## src/operand_decode_pkg.sv

```systemverilog
// constants and types shared by the operand field decoder
package operand_decode_pkg;

    // ****************************************
    // field positions
    // ****************************************
    localparam int FORM_HI    = 7;
    localparam int FORM_LO    = 6;
    localparam int MID_HI     = 5; // general-register / system selector field
    localparam int MID_LO     = 3;
    localparam int LOC_HI     = 2;
    localparam int LOC_LO     = 0;
    localparam int OPC_DIR    = 1; // direction and immediate-size bit
    localparam int OPC_WIDTH  = 0; // width bit

    // ****************************************
    // field codes
    // ****************************************
    localparam logic [1:0] FORM_NO_DISP  = 2'h0;
    localparam logic [1:0] FORM_DISP_SM  = 2'h1;
    localparam logic [1:0] FORM_DISP_LG  = 2'h2;
    localparam logic [1:0] FORM_REG      = 2'h3;
    localparam logic [2:0] LOC_SIB       = 3'h4;
    localparam logic [2:0] LOC_DISP32    = 3'h5;
    localparam logic [2:0] LOC_DIRECT16  = 3'h6;

    // ****************************************
    // system register classes and selectors
    // ****************************************
    localparam logic [1:0] CLS_CTL = 2'h0;
    localparam logic [1:0] CLS_DBG = 2'h1;
    localparam logic [1:0] CLS_TST = 2'h2;
    localparam logic [7:0] CTL_VALID = 8'h1D; // codes 0,2,3,4
    localparam logic [7:0] DBG_VALID = 8'hCF; // codes 0-3,6,7
    localparam logic [7:0] TST_VALID = 8'hF8; // codes 3-7

    // ****************************************
    // operand and immediate sizes in bytes
    // ****************************************
    localparam logic [2:0] SIZE_BYTE = 3'h1;
    localparam logic [2:0] SIZE_HALF = 3'h2;
    localparam logic [2:0] SIZE_FULL = 3'h4;
    localparam logic [2:0] SIZE_NONE = 3'h0;

    // ****************************************
    // segment and base selection codes
    // ****************************************
    localparam logic [1:0] SEG_EXTRA = 2'h0;
    localparam logic [1:0] SEG_CODE  = 2'h1;
    localparam logic [1:0] SEG_STACK = 2'h2;
    localparam logic [1:0] SEG_DATA  = 2'h3;

    // 16-bit address base forms
    typedef enum logic [2:0] {
        BASE_BX_SI = 3'h0,
        BASE_BX_DI = 3'h1,
        BASE_BP_SI = 3'h2,
        BASE_BP_DI = 3'h3,
        BASE_SI    = 3'h4,
        BASE_DI    = 3'h5,
        BASE_BP    = 3'h6,
        BASE_BX    = 3'h7
    } base16_e;

    // register index for stack pointer / base pointer in wide mode
    localparam logic [2:0] IDX_SP = 3'h4;
    localparam logic [2:0] IDX_BP = 3'h5;

endpackage : operand_decode_pkg

```

## src/operand_field_decoder.sv

```systemverilog
// operand field decoder: opcode bits, addressing byte and selectors
`timescale 1ns/10ps
module operand_field_decoder (
    // clock and reset
    input  wire logic       core_clk,
    input  wire logic       rst,
    // instruction from fetch stage
    input  wire logic       dec_valid,
    input  wire logic [7:0] opcode_byte,
    input  wire logic [7:0] addr_byte,
    input  wire logic       has_addr_byte,
    input  wire logic       has_dir_bit,
    input  wire logic       has_imm_bit,
    input  wire logic       has_width_bit,
    input  wire logic       is_sys_mov,
    input  wire logic [1:0] sys_class,
    input  wire logic       uses_seg_two,
    input  wire logic [1:0] seg_sel_two,
    input  wire logic       op_size_32,
    input  wire logic       addr_size_32,
    // decoded operand fields, registered
    output logic            out_valid,
    output logic            mem_operand,
    output logic            reg_is_dest,
    output logic [2:0]      reg_index,
    output logic            reg_high_byte,
    output logic [2:0]      rm_reg_index,
    output logic            rm_high_byte,
    output logic [2:0]      operand_size,
    output logic [2:0]      imm_size,
    output logic            imm_sign_ext,
    output logic [2:0]      disp_size,
    output logic [2:0]      base16_sel,
    output logic            base_valid,
    output logic            sib_follows,
    output logic [1:0]      seg_default,
    output logic [1:0]      seg_reg,
    output logic [2:0]      sys_reg_num,
    output logic            invalid_opcode
);

    // ****************************************
    // helper functions
    // ****************************************

    // high byte register only for narrow operands with index 4 to 7
    function automatic logic high_byte(input logic [2:0] idx, input logic wide);
        high_byte = !wide && idx[2];
    endfunction : high_byte

    // bit mask lookup of a class's valid selector codes
    function automatic logic sel_ok(input logic [1:0] cls, input logic [2:0] sel);
        logic [7:0] mask;
        case (cls)
            operand_decode_pkg::CLS_CTL: mask = operand_decode_pkg::CTL_VALID;
            operand_decode_pkg::CLS_DBG: mask = operand_decode_pkg::DBG_VALID;
            operand_decode_pkg::CLS_TST: mask = operand_decode_pkg::TST_VALID;
            default:                     mask = 8'h00;
        endcase
        sel_ok = mask[sel];
    endfunction : sel_ok

    // ****************************************
    // combinational field decode
    // ****************************************
    logic [1:0] form;
    logic [2:0] mid;
    logic [2:0] loc;
    logic       wide;
    logic       dir;

    assign form = addr_byte[operand_decode_pkg::FORM_HI:operand_decode_pkg::FORM_LO];
    assign mid  = addr_byte[operand_decode_pkg::MID_HI:operand_decode_pkg::MID_LO];
    assign loc  = addr_byte[operand_decode_pkg::LOC_HI:operand_decode_pkg::LOC_LO];
    assign wide = has_width_bit ? opcode_byte[operand_decode_pkg::OPC_WIDTH] : 1'b1;
    assign dir  = opcode_byte[operand_decode_pkg::OPC_DIR];

    logic       next_out_valid;
    logic       next_mem_operand;
    logic       next_reg_is_dest;
    logic [2:0] next_reg_index;
    logic       next_reg_high_byte;
    logic [2:0] next_rm_reg_index;
    logic       next_rm_high_byte;
    logic [2:0] next_operand_size;
    logic [2:0] next_imm_size;
    logic       next_imm_sign_ext;
    logic [2:0] next_disp_size;
    logic [2:0] next_base16_sel;
    logic       next_base_valid;
    logic       next_sib_follows;
    logic [1:0] next_seg_default;
    logic [1:0] next_seg_reg;
    logic [2:0] next_sys_reg_num;
    logic       next_invalid_opcode;

    // one pass over all fields; outputs of absent fields stay at zero, the segment outputs at SEG_DATA
    always_comb begin
        next_out_valid      = dec_valid;
        next_mem_operand    = 1'b0;
        next_reg_is_dest    = 1'b0;
        next_reg_index      = 3'h0;
        next_reg_high_byte  = 1'b0;
        next_rm_reg_index   = 3'h0;
        next_rm_high_byte   = 1'b0;
        next_imm_sign_ext   = 1'b0;
        next_disp_size      = operand_decode_pkg::SIZE_NONE;
        next_base16_sel     = 3'h0;
        next_base_valid     = 1'b0;
        next_sib_follows    = 1'b0;
        next_seg_default    = operand_decode_pkg::SEG_DATA;
        next_seg_reg        = operand_decode_pkg::SEG_DATA;
        next_sys_reg_num    = 3'h0;
        next_invalid_opcode = 1'b0;

        // operand size from width bit and operation size
        if (!wide) begin
            next_operand_size = operand_decode_pkg::SIZE_BYTE;
        end else if (op_size_32) begin
            next_operand_size = operand_decode_pkg::SIZE_FULL;
        end else begin
            next_operand_size = operand_decode_pkg::SIZE_HALF;
        end

        // immediate width follows operand size unless short form is chosen
        next_imm_size = next_operand_size;
        if (has_imm_bit && dir) begin
            next_imm_size     = operand_decode_pkg::SIZE_BYTE;
            next_imm_sign_ext = wide;
        end

        // segment selector in opcode
        if (uses_seg_two) begin
            next_seg_reg = seg_sel_two;
        end

        // implicit addressing: nothing decoded from the addressing byte
        if (has_addr_byte) begin
            next_reg_is_dest = has_dir_bit && dir;
            if (is_sys_mov) begin
                next_sys_reg_num    = mid;
                next_invalid_opcode = !sel_ok(sys_class, mid);
            end else begin
                next_reg_index     = mid;
                next_reg_high_byte = high_byte(mid, wide);
            end

            if (form == operand_decode_pkg::FORM_REG) begin
                next_rm_reg_index = loc;
                next_rm_high_byte = high_byte(loc, wide);
            end else begin
                next_mem_operand = 1'b1;
                next_base_valid  = 1'b1;
                if (!addr_size_32) begin
                    next_base16_sel = loc;
                    if (form == operand_decode_pkg::FORM_DISP_SM) begin
                        next_disp_size = operand_decode_pkg::SIZE_BYTE;
                    end else if (form == operand_decode_pkg::FORM_DISP_LG) begin
                        next_disp_size = operand_decode_pkg::SIZE_HALF;
                    end else if (loc == operand_decode_pkg::LOC_DIRECT16) begin
                        next_disp_size  = operand_decode_pkg::SIZE_HALF;
                        next_base_valid = 1'b0;
                    end
                    // bp-based forms default to stack segment
                    if (next_base_valid && (loc == operand_decode_pkg::BASE_BP_SI ||
                        loc == operand_decode_pkg::BASE_BP_DI ||
                        loc == operand_decode_pkg::BASE_BP)) begin
                        next_seg_default = operand_decode_pkg::SEG_STACK;
                    end
                end else begin
                    next_rm_reg_index = loc;
                    next_sib_follows  = (loc == operand_decode_pkg::LOC_SIB);
                    if (form == operand_decode_pkg::FORM_DISP_SM) begin
                        next_disp_size = operand_decode_pkg::SIZE_BYTE;
                    end else if (form == operand_decode_pkg::FORM_DISP_LG) begin
                        next_disp_size = operand_decode_pkg::SIZE_FULL;
                    end
                    if (loc == operand_decode_pkg::LOC_DISP32) begin
                        if (form == operand_decode_pkg::FORM_NO_DISP) begin
                            next_disp_size  = operand_decode_pkg::SIZE_FULL;
                            next_base_valid = 1'b0;
                        end else begin
                            next_seg_default = operand_decode_pkg::SEG_STACK;
                        end
                    end
                end
            end
        end
        if (!uses_seg_two) begin
            next_seg_reg = next_seg_default;
        end
    end

    // ****************************************
    // output registers
    // ****************************************

    // one-cycle decode latency; outputs reset to an idle, harmless state
    always_ff @(posedge core_clk or posedge rst) begin
        if (rst) begin
            out_valid      <= 1'b0;
            mem_operand    <= 1'b0;
            reg_is_dest    <= 1'b0;
            reg_index      <= 3'h0;
            reg_high_byte  <= 1'b0;
            rm_reg_index   <= 3'h0;
            rm_high_byte   <= 1'b0;
            operand_size   <= operand_decode_pkg::SIZE_NONE;
            imm_size       <= operand_decode_pkg::SIZE_NONE;
            imm_sign_ext   <= 1'b0;
            disp_size      <= operand_decode_pkg::SIZE_NONE;
            base16_sel     <= 3'h0;
            base_valid     <= 1'b0;
            sib_follows    <= 1'b0;
            seg_default    <= operand_decode_pkg::SEG_DATA;
            seg_reg        <= operand_decode_pkg::SEG_DATA;
            sys_reg_num    <= 3'h0;
            invalid_opcode <= 1'b0;
        end else begin
            out_valid      <= next_out_valid;
            mem_operand    <= next_mem_operand;
            reg_is_dest    <= next_reg_is_dest;
            reg_index      <= next_reg_index;
            reg_high_byte  <= next_reg_high_byte;
            rm_reg_index   <= next_rm_reg_index;
            rm_high_byte   <= next_rm_high_byte;
            operand_size   <= next_operand_size;
            imm_size       <= next_imm_size;
            imm_sign_ext   <= next_imm_sign_ext;
            disp_size      <= next_disp_size;
            base16_sel     <= next_base16_sel;
            base_valid     <= next_base_valid;
            sib_follows    <= next_sib_follows;
            seg_default    <= next_seg_default;
            seg_reg        <= next_seg_reg;
            sys_reg_num    <= next_sys_reg_num;
            invalid_opcode <= next_invalid_opcode;
        end
    end

    // ****************************************
    // assertions
    // ****************************************
    sys_invalid_a: assert property (@(posedge core_clk) disable iff (rst)
        has_addr_byte && is_sys_mov && sys_class == operand_decode_pkg::CLS_CTL
        && addr_byte[5:3] == 3'h1 |=> invalid_opcode)
        else $error("control selector 001 not flagged");
    sys_valid_a: assert property (@(posedge core_clk) disable iff (rst)
        has_addr_byte && is_sys_mov && sys_class == operand_decode_pkg::CLS_TST
        && addr_byte[5:3] == 3'h3 |=> !invalid_opcode && sys_reg_num == 3'h3)
        else $error("test selector 011 rejected");
    dir_dest_a: assert property (@(posedge core_clk) disable iff (rst)
        has_addr_byte && has_dir_bit |=> reg_is_dest == $past(opcode_byte[1]))
        else $error("direction bit not followed");
    imm_short_a: assert property (@(posedge core_clk) disable iff (rst)
        has_imm_bit && opcode_byte[1] |=> imm_size == 3'h1)
        else $error("short immediate not one byte");
    implicit_form_a: assert property (@(posedge core_clk) disable iff (rst)
        !has_addr_byte |=> !mem_operand && disp_size == 3'h0 && !sib_follows)
        else $error("implicit form decoded addressing fields");
    reg_form_a: assert property (@(posedge core_clk) disable iff (rst)
        has_addr_byte && addr_byte[7:6] == 2'h3 |=> !mem_operand
        && rm_reg_index == $past(addr_byte[2:0]))
        else $error("register form took memory");
    direct_disp_a: assert property (@(posedge core_clk) disable iff (rst)
        has_addr_byte && !addr_size_32 && addr_byte[7:6] == 2'h0
        && addr_byte[2:0] == 3'h6 |=> disp_size == 3'h2 && !base_valid
        && seg_default == 2'h3)
        else $error("direct half displacement misdecoded");
    bp_byte_disp_a: assert property (@(posedge core_clk) disable iff (rst)
        has_addr_byte && addr_size_32 && addr_byte[7:6] == 2'h1
        && addr_byte[2:0] == 3'h5 |=> disp_size == 3'h1 && seg_default == 2'h2)
        else $error("base pointer byte displacement misdecoded");
    width_size_a: assert property (@(posedge core_clk) disable iff (rst)
        has_width_bit && opcode_byte[0] && op_size_32 |=> operand_size == 3'h4)
        else $error("wide 32-bit operand size wrong");
    seg_two_a: assert property (@(posedge core_clk) disable iff (rst)
        uses_seg_two |=> seg_reg == $past(seg_sel_two))
        else $error("segment selector not passed");

endmodule : operand_field_decoder

```

## config.mk

```make
export PLATFORM = sky130hd
export DESIGN_NAME = operand_field_decoder
export DESIGN_NICKNAME = d
export VERILOG_FILES = /design/src/operand_decode_pkg.sv /design/src/operand_field_decoder.sv
export SDC_FILE = /design/constraint.sdc
export NUM_CORES = 1
export LEC_CHECK = 0
export BUFFER_PORTS_ARGS = -buffer_cell sky130_fd_sc_hd__buf_2
export CORE_ASPECT_RATIO = 1.25
export CORE_MARGIN = 4
export CORE_UTILIZATION = 44
export CTS_CLUSTER_SIZE = 28
export DETAILED_ROUTE_END_ITERATION = 16
export HOLD_SLACK_MARGIN = 0.1
export PLACE_DENSITY_LB_ADDON = 0.2
export SLEW_MARGIN = 20
export SYNTH_ARGS = -nofsm -noshare
export SYNTH_HDL_FRONTEND = slang
export SYNTH_SLANG_ARGS = --single-unit
```

## constraint.sdc

```tcl
create_clock -name core_clk -period 1.18 [get_ports core_clk]
set_input_delay 0.236 -clock core_clk [delete_from_list [all_inputs] [get_ports core_clk]]
set_output_delay 0.236 -clock core_clk [all_outputs]
set_load 0.02 [all_outputs]
```

==> summary.txt, run 1 <==
STA
  – Hold WS: 0.1339 ns
  – Final Hold Viols: 0
  – Final period utilization: 102.0%
  – Post-route setup slack: -0.02319 ns
  – RSZ-0062 raised after global routing: true
  – Pins Over Slew Limit: 0
  – Max Freq: 831.1 MHz
  – Setup violations, final: 3
  – Post-layout min period: 1.203 ns

CTS
  – Clk sinks: 33
  – Clk slew on worst S/H paths: 0.09 ns
  – CTS tree: yes
  – Longest Clk Path Bufs: 2
  – TritonCTS buffer count: 5
  – Root buf cell: clkbuf_4
  – H-tree levels: 2

Power
  – Peak supply drop: 0.8599 mV
  – Lkg Pwr: 1.041 nW
  – PD cells: 1324 mW/mm^2

GRT
  – GRT Resource Usage Total: 15.34%
  – First-pass GRT wire length: 4.395 mm
  – Largest net degree at the start of global routing: 18
  – Antenna violations before repair: 0
  – Vias in the first global route: 1076
  – GRT Residual Overflow: 0

Critical path
  – CP Cell Sequence: buf_6
  – Crit end category: output port
  – Crit-path max FO: 1
  – Arr. time, crit path: 0.97 ns
  – CP max stage delay: 0.54 ns
  – CP top delay family: flip-flops
  – Buf+Inv Stages, Crit Path: 1
  – Startpoint types: flop
  – Crit path from: seg_reg[1]
  – Crit-path slowest cell: dfstp_2
  – Critical setup path kind: flop to output port
  – Worst EP required: 0.94 ns

Yosys
  – Yosys cell types: 28
  – Seq/Total Area, Yosys: 64.49%
  – Asr flop ratio synth: 100.0%
  – Synthesis Warnings: 0
  – Register bit total from synthesis: 33
  – Synth Cell Area: 0.001286 mm^2
  – Post-synth EDFFs: 0
  – Synthesized Nets: 144
  – Top_reg_cell synth: dfrtp_1
  – Syn avg cell area: 11.91 um^2
  – Synth Instances: 108

Place
  – DP Wirelength: 2.173 mm
  – IO Port Bufs: 57
  – GPL Wtd Cong: 0.8696

Drt
  – DRT Pass-1 Iters: 4
  – Initial DRC count: 28
  – Vias per cell: 4.771
  – Final antenna-violating net count: 0
  – Total number of vias: 1040
  – Drt wl/cell: 13.07 um
  – Residual DRC: 0
  – Total Wirelength: 2.849 mm

Layout
  – Layout cell share with drive strength beyond 1: 42.39%
  – Commonest non-fill, non-tap cell in the layout: buf_2
  – Util after Layout: 66.48%
  – Final nets: 219
  – Area delta synth->final: 41.24%
  – Most frequent cells in the layout: buf_2 (54), dfrtp_1 (30), nand2_1 (10)
  – Antenna Cells: 0

Status
  – Failing checks: setup timing
  – Status: finished, violations left

Die
  – Chip Height: 68.45 um
  – IO Pins: 65
  – Row count: 21
  – Die area: 0.003858 mm^2
  – Die W: 56.36 um
  – Placeable Area: 0.002733 mm^2
  – Initial core utilization: 47.07%

Flow run
  – Max-cap violations: 0

Worst hold path
  – Hold_sp: addr_byte[5]
  – Min-Delay Path Class: input pin to flop
layout make-up:
class,count,area (um^2)
flip-flops and latches,33,829.5
well taps,34,42.54
inverters,8,30.03
multi-input cells,65,415.4
clock inverters,1,30.03
clock buffers,7,55.05
repair buffers,70,414.1
fillers,219,915.9
per-layer routing:
layer	up-vias	wire [um]	global-route usage [%]
met2	33	1616	29.53
met3	6	183	4.528
met1	493	996	14.22
li1	508	-	-
met4	0	53	9.496
met5	-	0	0
report_power, final:
part           internal, mW  leakage [nW]  switching (mW)  total, mW
registers              1.18         0.427          0.0128       1.20
clock network         0.506        0.0455           0.347      0.853
logic                 0.144         0.569           0.211      0.355
cells in the mapped netlist (all sizes together), types with 2 or more instances:
| master | instances | area share [%] |
|---|---|---|
| a21oi | 4 | 1.6 |
| ha | 5 | 4.9 |
| dfstp | 3 | 6.1 |
| and3 | 8 | 3.9 |
| and2 | 5 | 2.4 |
| nor2 | 8 | 2.3 |
| nand2 | 10 | 2.9 |
| nor2b | 2 | 0.97 |
| o21ai | 3 | 1.2 |
| a211oi | 2 | 1.2 |
| nand2b | 4 | 1.9 |
| nor3 | 2 | 0.78 |
| dfrtp | 30 | 58 |
| inv | 8 | 2.3 |
final timing paths:
kind	end	slack [ns]	depth (start not counted)
max	seg_reg[1]	-0.02	1
min	invalid_opcode	0.13	2
max in group asynchronous	seg_default[0]	0.42	4
min in group asynchronous	operand_size[1]	0.50	4
cells by family after synthesis:
group,share of synthesized area [%]
adder cells (fa/ha/maj),4.864
buffers and inverters,3.210
multiplexers,0.8754
other,0.2915
flip-flops,64.49
AND/OR/NAND/NOR,19.16
AO/OA/AOI/OAI,7.101
what timing repair did:
item                                    in CTS  in global routing
gates resized for setup                      6                  0
endpoints found under the setup margin       3                  3
hold buffers                                 5                  0
buffers inserted                             0                  0
endpoints found under the hold margin       34                  0
stage by stage:
| step | TNS [ns] | instances | setup WS, ns | cell area (um^2) | total power, mW |
|---|---|---|---|---|---|
| 3_5_place_dp | -0.1193 | 205 | -0.06363 | 1663 | 1.555 |
| 5_1_grt | -0.1731 | 218 | -0.06212 | 1817 | 2.501 |
| 2_1_floorplan | 0 | 108 | 0.1531 | 1286 | 1.398 |
| 6_report | -0.06426 | 218 | -0.02319 | 1817 | 2.405 |
| 3_3_place_gp | -0.01893 | 205 | -0.01893 | 1663 | 1.544 |
| 4_1_cts | -0.1171 | 218 | -0.04428 | 1817 | 2.436 |
Power figures use the tool's default switching activity.
==> run 2: changes to the inputs <==
- ABC_AREA: default -> 1
- PLACE_DENSITY: default -> 0.88
- PLACE_DENSITY_LB_ADDON: 0.2 -> default
==> run 2 against run 1 <==
  * The run still ends with setup timing left
  * Non-clock buffer count down 4
  * Sequential power about the same
  * Worst setup slack got worse by 0.037 ns
  * Worst hold slack got worse by 0.0034 ns
  * First-iteration DRC count is 3.6% lower
  * Synthesized cell count rose by 19%
  * Die area up 0.84%
  * Core utilization shrank 1.0 points
  * Clock-buffer cell count did not move
  * Maximum frequency decreased by 3.0%
  * Area after synthesis grew 0.97%
  * Clock power fell by 15%
  * Highest routed layer unchanged
==> summary.txt, run 2 <==
Flow run
  – Max-cap violations: 0

Critical path
  – CP max stage delay: 0.56 ns
  – Startpoint types: flop
  – CP Cell Sequence: buf_6
  – Crit-path slowest cell: dfstp_2
  – Buf+Inv Stages, Crit Path: 1
  – Crit path from: seg_reg[0]
  – WP depth: 1
  – Crit-path max FO: 1
  – Arr. time, crit path: 1.00 ns
  – Critical setup path kind: flop to output port
  – CP Capture Point: seg_reg[0]
  – Worst EP required: 0.94 ns
  – CP top delay family: flip-flops
  – Crit end category: output port

GRT
  – Vias in the first global route: 1042
  – GRT Residual Overflow: 0
  – First-pass GRT wire length: 4.795 mm
  – Antenna violations before repair: 0
  – Largest net degree at the start of global routing: 34
  – GRT Resource Usage Total: 17.22%

CTS
  – CTS tree: yes
  – Longest Clk Path Bufs: 2
  – Post-CTS Setup Inserts: 0
  – TritonCTS buffer count: 5
  – H-tree levels: 2
  – Clk slew on worst S/H paths: 0.10 ns
  – Clk sinks: 33
  – Root buf cell: clkbuf_4

Status
  – Status: finished, violations left
  – Failing checks: setup timing

Drt
  – Final antenna-violating net count: 0
  – Initial DRC count: 27
  – DRT Pass-1 Iters: 5
  – Total Wirelength: 3.096 mm
  – Total number of vias: 1119
  – Vias per cell: 4.762
  – Residual DRC: 0
  – Drt wl/cell: 13.17 um

Die
  – Placeable Area: 0.002759 mm^2
  – Row count: 21
  – Die area: 0.003890 mm^2
  – Die W: 56.60 um
  – Chip Height: 68.74 um
  – Initial core utilization: 47.07%
  – IO Pins: 65

Layout
  – Util after Layout: 65.44%
  – Fillers: 248
  – Layout cell share with drive strength beyond 1: 38.81%
  – Post-route cell area: 0.001805 mm^2
  – Commonest non-fill, non-tap cell in the layout: buf_2
  – Antenna Cells: 0
  – Final nets: 236
  – Most frequent cells in the layout: buf_2 (54), dfrtp_1 (30), nor2_1 (23)
  – Area delta synth->final: 39.02%

Yosys
  – Top cell type's share of synthesized area: 57.80%
  – Yosys cell types: 22
  – Syn avg cell area: 10.15 um^2
  – Synth Instances: 128
  – Synth area leader: dfrtp_1
  – Register bit total from synthesis: 33
  – Post-synth EDFFs: 0
  – Top_reg_cell synth: dfrtp_1
  – Top-count cell post-synth: dfrtp_1
  – Synth Cell Area: 0.001299 mm^2
  – Most frequent cells after synthesis: dfrtp_1 (30), nor2_1 (23), nand2_1 (20), inv_1 (18), nor3_1 (8)
  – Asr flop ratio synth: 100.0%
  – Synthesis Warnings: 0
  – Seq/Total Area, Yosys: 63.87%
  – Synthesized Nets: 164
  – Largest cells by area after synthesis: dfrtp_1 (58%), nor2_1 (6.6%), dfstp_2 (6.1%), nand2_1 (5.8%), inv_1 (5.2%)

Worst hold path
  – Min-Delay Path Class: input pin to flop

Place
  – DP Area: 0.001647 mm^2
  – DP Wirelength: 2.174 mm
  – IO Port Bufs: 57
  – GPL Wtd Cong: 0.7874

Power
  – PD cells: 1276 mW/mm^2
  – Lkg Pwr: 1.041 nW
  – Post-layout total power: 2.303 mW
  – Peak supply drop: 0.7216 mV

STA
  – Final period utilization: 105.1%
  – Post-route setup slack: -0.05983 ns
  – Post-layout min period: 1.240 ns
  – RSZ-0062 raised after global routing: true
  – Setup violations, final: 3
  – Setup_tns: -0.1430 ns
  – Max Freq: 806.6 MHz
  – Pins Over Slew Limit: 0
  – Final Hold Viols: 0
run 2: stage by stage:
| stage | setup slack [ns] | std cells | hold WS (ns) |
|---|---|---|---|
| 4_1_cts | -0.05668 | 234 | 0.1116 |
| 3_5_place_dp | 0.01189 | 220 | 0.2925 |
| 3_3_place_gp | 0.08513 | 220 | 0.2860 |
| 2_1_floorplan | 0.2298 | 128 | 0.2674 |
| 5_1_grt | -0.1023 | 235 | 0.1031 |
| 6_report | -0.05983 | 235 | 0.1305 |
run 2: area by class of cell:
class                   instances  area (um^2)  share of cell area, %
clock buffers                   7        65.06                  3.604
well taps                      34        42.54                  2.356
inverters                      19        71.32                  3.950
clock inverters                 1        5.005                 0.2772
flip-flops and latches         33        829.5                  45.95
repair buffers                 66        401.6                  22.25
multi-input cells              75        390.4                  21.62
run 2: routing by layer:
metal  GRT usage (%)  routed length (um)
met1           18.75                1101
met2           29.48                1675
met3           6.518                 233
met4           8.902                  86
met5               0                   0
run 2: how the worst min path moves through the flow:
stage / slack, ns / depth (start not counted) / endpoint / from
floorplan: 0.27 / 0 / out_valid / dec_valid
global placement: 0.29 / 3 / reg_is_dest / rst
detailed placement: 0.29 / 3 / imm_size[0] / rst
CTS: 0.11 / 3 / seg_reg[0] / seg_sel_two[0]
global route: 0.10 / 3 / seg_reg[0] / uses_seg_two
finish: 0.13 / 3 / seg_reg[0] / uses_seg_two
run 2: timing repair:
action                     CTS  global route
hold buffers                 6             1
resized for setup            6             0
setup endpoints to repair    3             3
hold endpoints to repair    36             1
cloned                       0             0
run 2: cell families after synthesis:
group | share of synthesized area, %
and+or+nand+nor | 20.71
DFF | 63.87
buffers and inverters | 6.069
AOI/OAI and AO/OA | 4.239
adders and majority gates | 4.817
other | 0.2887
run 2: where the power goes:
group | switching (mW) | total [mW] | internal, mW
logic | 0.235 | 0.373 | 0.138
registers | 0.0150 | 1.20 | 1.19
clock network | 0.382 | 0.727 | 0.345
==> run 3: changes to the inputs <==
- ABC_AREA: 1 -> default
- PLACE_DENSITY: 0.88 -> 0.89
==> run 3 against run 2 <==
  * The flow still finishes with violations (setup timing)
  * Clock-buffer cell count did not move
  * Worst hold slack got worse by 0.011 ns
  * Critical path depth unchanged
  * Sequential power barely moved
  * Final cell count fell by 8.1%
  * Global-route usage increased by 0.20 points
  * Worst setup slack better by 0.023 ns
  * Total power increased by 5.0%
  * Maximum frequency increased by 1.9%
  * Final area fell by 0.35%
  * Combinational power is 5% lower
  * Non-clock buffer count rose by 2
  * Critical path type unchanged
  * Highest routed layer unchanged
==> summary.txt, run 3 (synthesized netlist as in run 1, its figures left out) <==
Layout
  – Commonest non-fill, non-tap cell in the layout: buf_2
  – Register Area: 829.5 um^2
  – Multi-input logic area: 415.4 um^2
  – Area delta synth->final: 39.88%
  – Fillers: 249
  – Antenna Cells: 0
  – Util after Layout: 65.84%
  – Layout cell share with drive strength beyond 1: 42.31%
  – Most frequent cells in the layout: buf_2 (54), dfrtp_1 (30), nand2_1 (10)
  – Final nets: 217

Worst hold path
  – Min-Delay Path Depth: 2
  – Hold_sp: addr_size_32
  – Hold worst-path end: disp_size[1]
  – Min-Delay Path Class: input pin to flop

STA
  – Final period utilization: 103.1%
  – Max Freq: 821.6 MHz
  – RSZ-0062 raised after global routing: true
  – Setup_tns: -0.1076 ns
  – Post-layout min period: 1.217 ns
  – Post-route setup slack: -0.03708 ns
  – Hold WS: 0.1200 ns
  – Pins Over Slew Limit: 0
  – Final Hold Viols: 0
  – Setup violations, final: 3

Power
  – PD cells: 1343 mW/mm^2
  – Post-layout total power: 2.417 mW
  – Lkg Pwr: 1.032 nW
  – Peak supply drop: 0.8466 mV

Critical path
  – CP Cell Sequence: buf_6
  – CP top delay family: flip-flops
  – Arr. time, crit path: 0.98 ns
  – Crit end category: output port
  – Startpoint types: flop
  – Crit-path slowest cell: dfstp_2
  – Critical setup path kind: flop to output port
  – Crit-path max FO: 1
  – CP max stage delay: 0.54 ns
  – Buf+Inv Stages, Crit Path: 1
  – Worst EP required: 0.94 ns

GRT
  – Antenna violations before repair: 0
  – Largest net degree at the start of global routing: 24
  – GRT Resource Usage Total: 17.42%
  – Vias in the first global route: 1081
  – GRT Residual Overflow: 0
  – First-pass GRT wire length: 4.809 mm

Place
  – GPL Wtd Cong: 0.8265
  – DP Wirelength: 2.362 mm
  – IO Port Bufs: 57
  – Setup slack at placement: -0.1112 ns

Die
  – Chip Height: 68.45 um
  – Placeable Area: 0.002733 mm^2
  – Row count: 21
  – Initial core utilization: 47.07%
  – IO Pins: 65
  – Die area: 0.003858 mm^2
  – Die W: 56.36 um

Drt
  – DRT Pass-1 Iters: 4
  – Total number of vias: 1063
  – Drt wl/cell: 13.99 um
  – Total Wirelength: 3.022 mm
  – Residual DRC: 0
  – Vias per cell: 4.921
  – Final antenna-violating net count: 0
  – Initial DRC count: 16

Status
  – Failing checks: setup timing
  – Status: finished, violations left

CTS
  – H-tree levels: 2
  – TritonCTS buffer count: 5
  – Longest Clk Path Bufs: 2
  – Clk sinks: 33
  – CTS tree: yes
  – Root buf cell: clkbuf_4
  – Clk slew on worst S/H paths: 0.09 ns

Flow run
  – Max-cap violations: 0
run 3: changes by cell type in the layout (fill, tap and decap cells not counted), sizes merged, moves of 3 or more:
cell	before	now
nor2	24	8
nor3	8	2
inv	19	8
buf	59	64
nand2	21	10
nand2b	0	4
and2	0	5
nand3	4	1
dlygate4sd3	7	4
and3	0	8
run 3: power by group:
group	internal [mW]	switching, mW
combinational	0.140	0.214
sequential	1.18	0.0132
clock	0.506	0.360
run 3: stage by stage:
step / std cells / cell area, um^2
final: 216 / 1799
after global routing: 216 / 1799
after CTS: 216 / 1799
after detailed placement: 204 / 1655
after global placement: 204 / 1655
after floorplan: 108 / 1286
run 3: worst max path at each step:
stage	to	startpoint	cells past startpoint
floorplan	seg_reg[0]	addr_byte[2]	4
global route	seg_default[0]	seg_default[0]	1
global placement	seg_reg[0]	addr_byte[2]	5
finish	seg_reg[0]	seg_reg[0]	1
detailed placement	seg_reg[0]	addr_byte[0]	6
CTS	seg_reg[0]	seg_reg[0]	1
run 3: final cells by class:
| cell class | instances | share of cell area (%) |
|---|---|---|
| well taps | 34 | 2.364 |
| flip-flops and latches | 33 | 46.11 |
| inverters | 8 | 1.669 |
| clock buffers | 7 | 3.060 |
| repair buffers | 68 | 22.04 |
| clock inverters | 1 | 1.669 |
| multi-input cells | 65 | 23.09 |
run 3: metal layers:
metal,vias to the layer above,part of all wire [%],global-route usage (%)
li1,505,-,-
met1,504,33,15.29
met2,46,56,33.77
met3,8,7.7,5.849
met4,0,3.1,11.28
met5,-,0,0
run 3: timing repair:
item / in CTS / in global routing
buffers inserted: 0 / 0
hold endpoints to repair: 37 / 0
resized for setup: 6 / 0
hold buffers: 4 / 0
setup endpoints to repair: 3 / 3
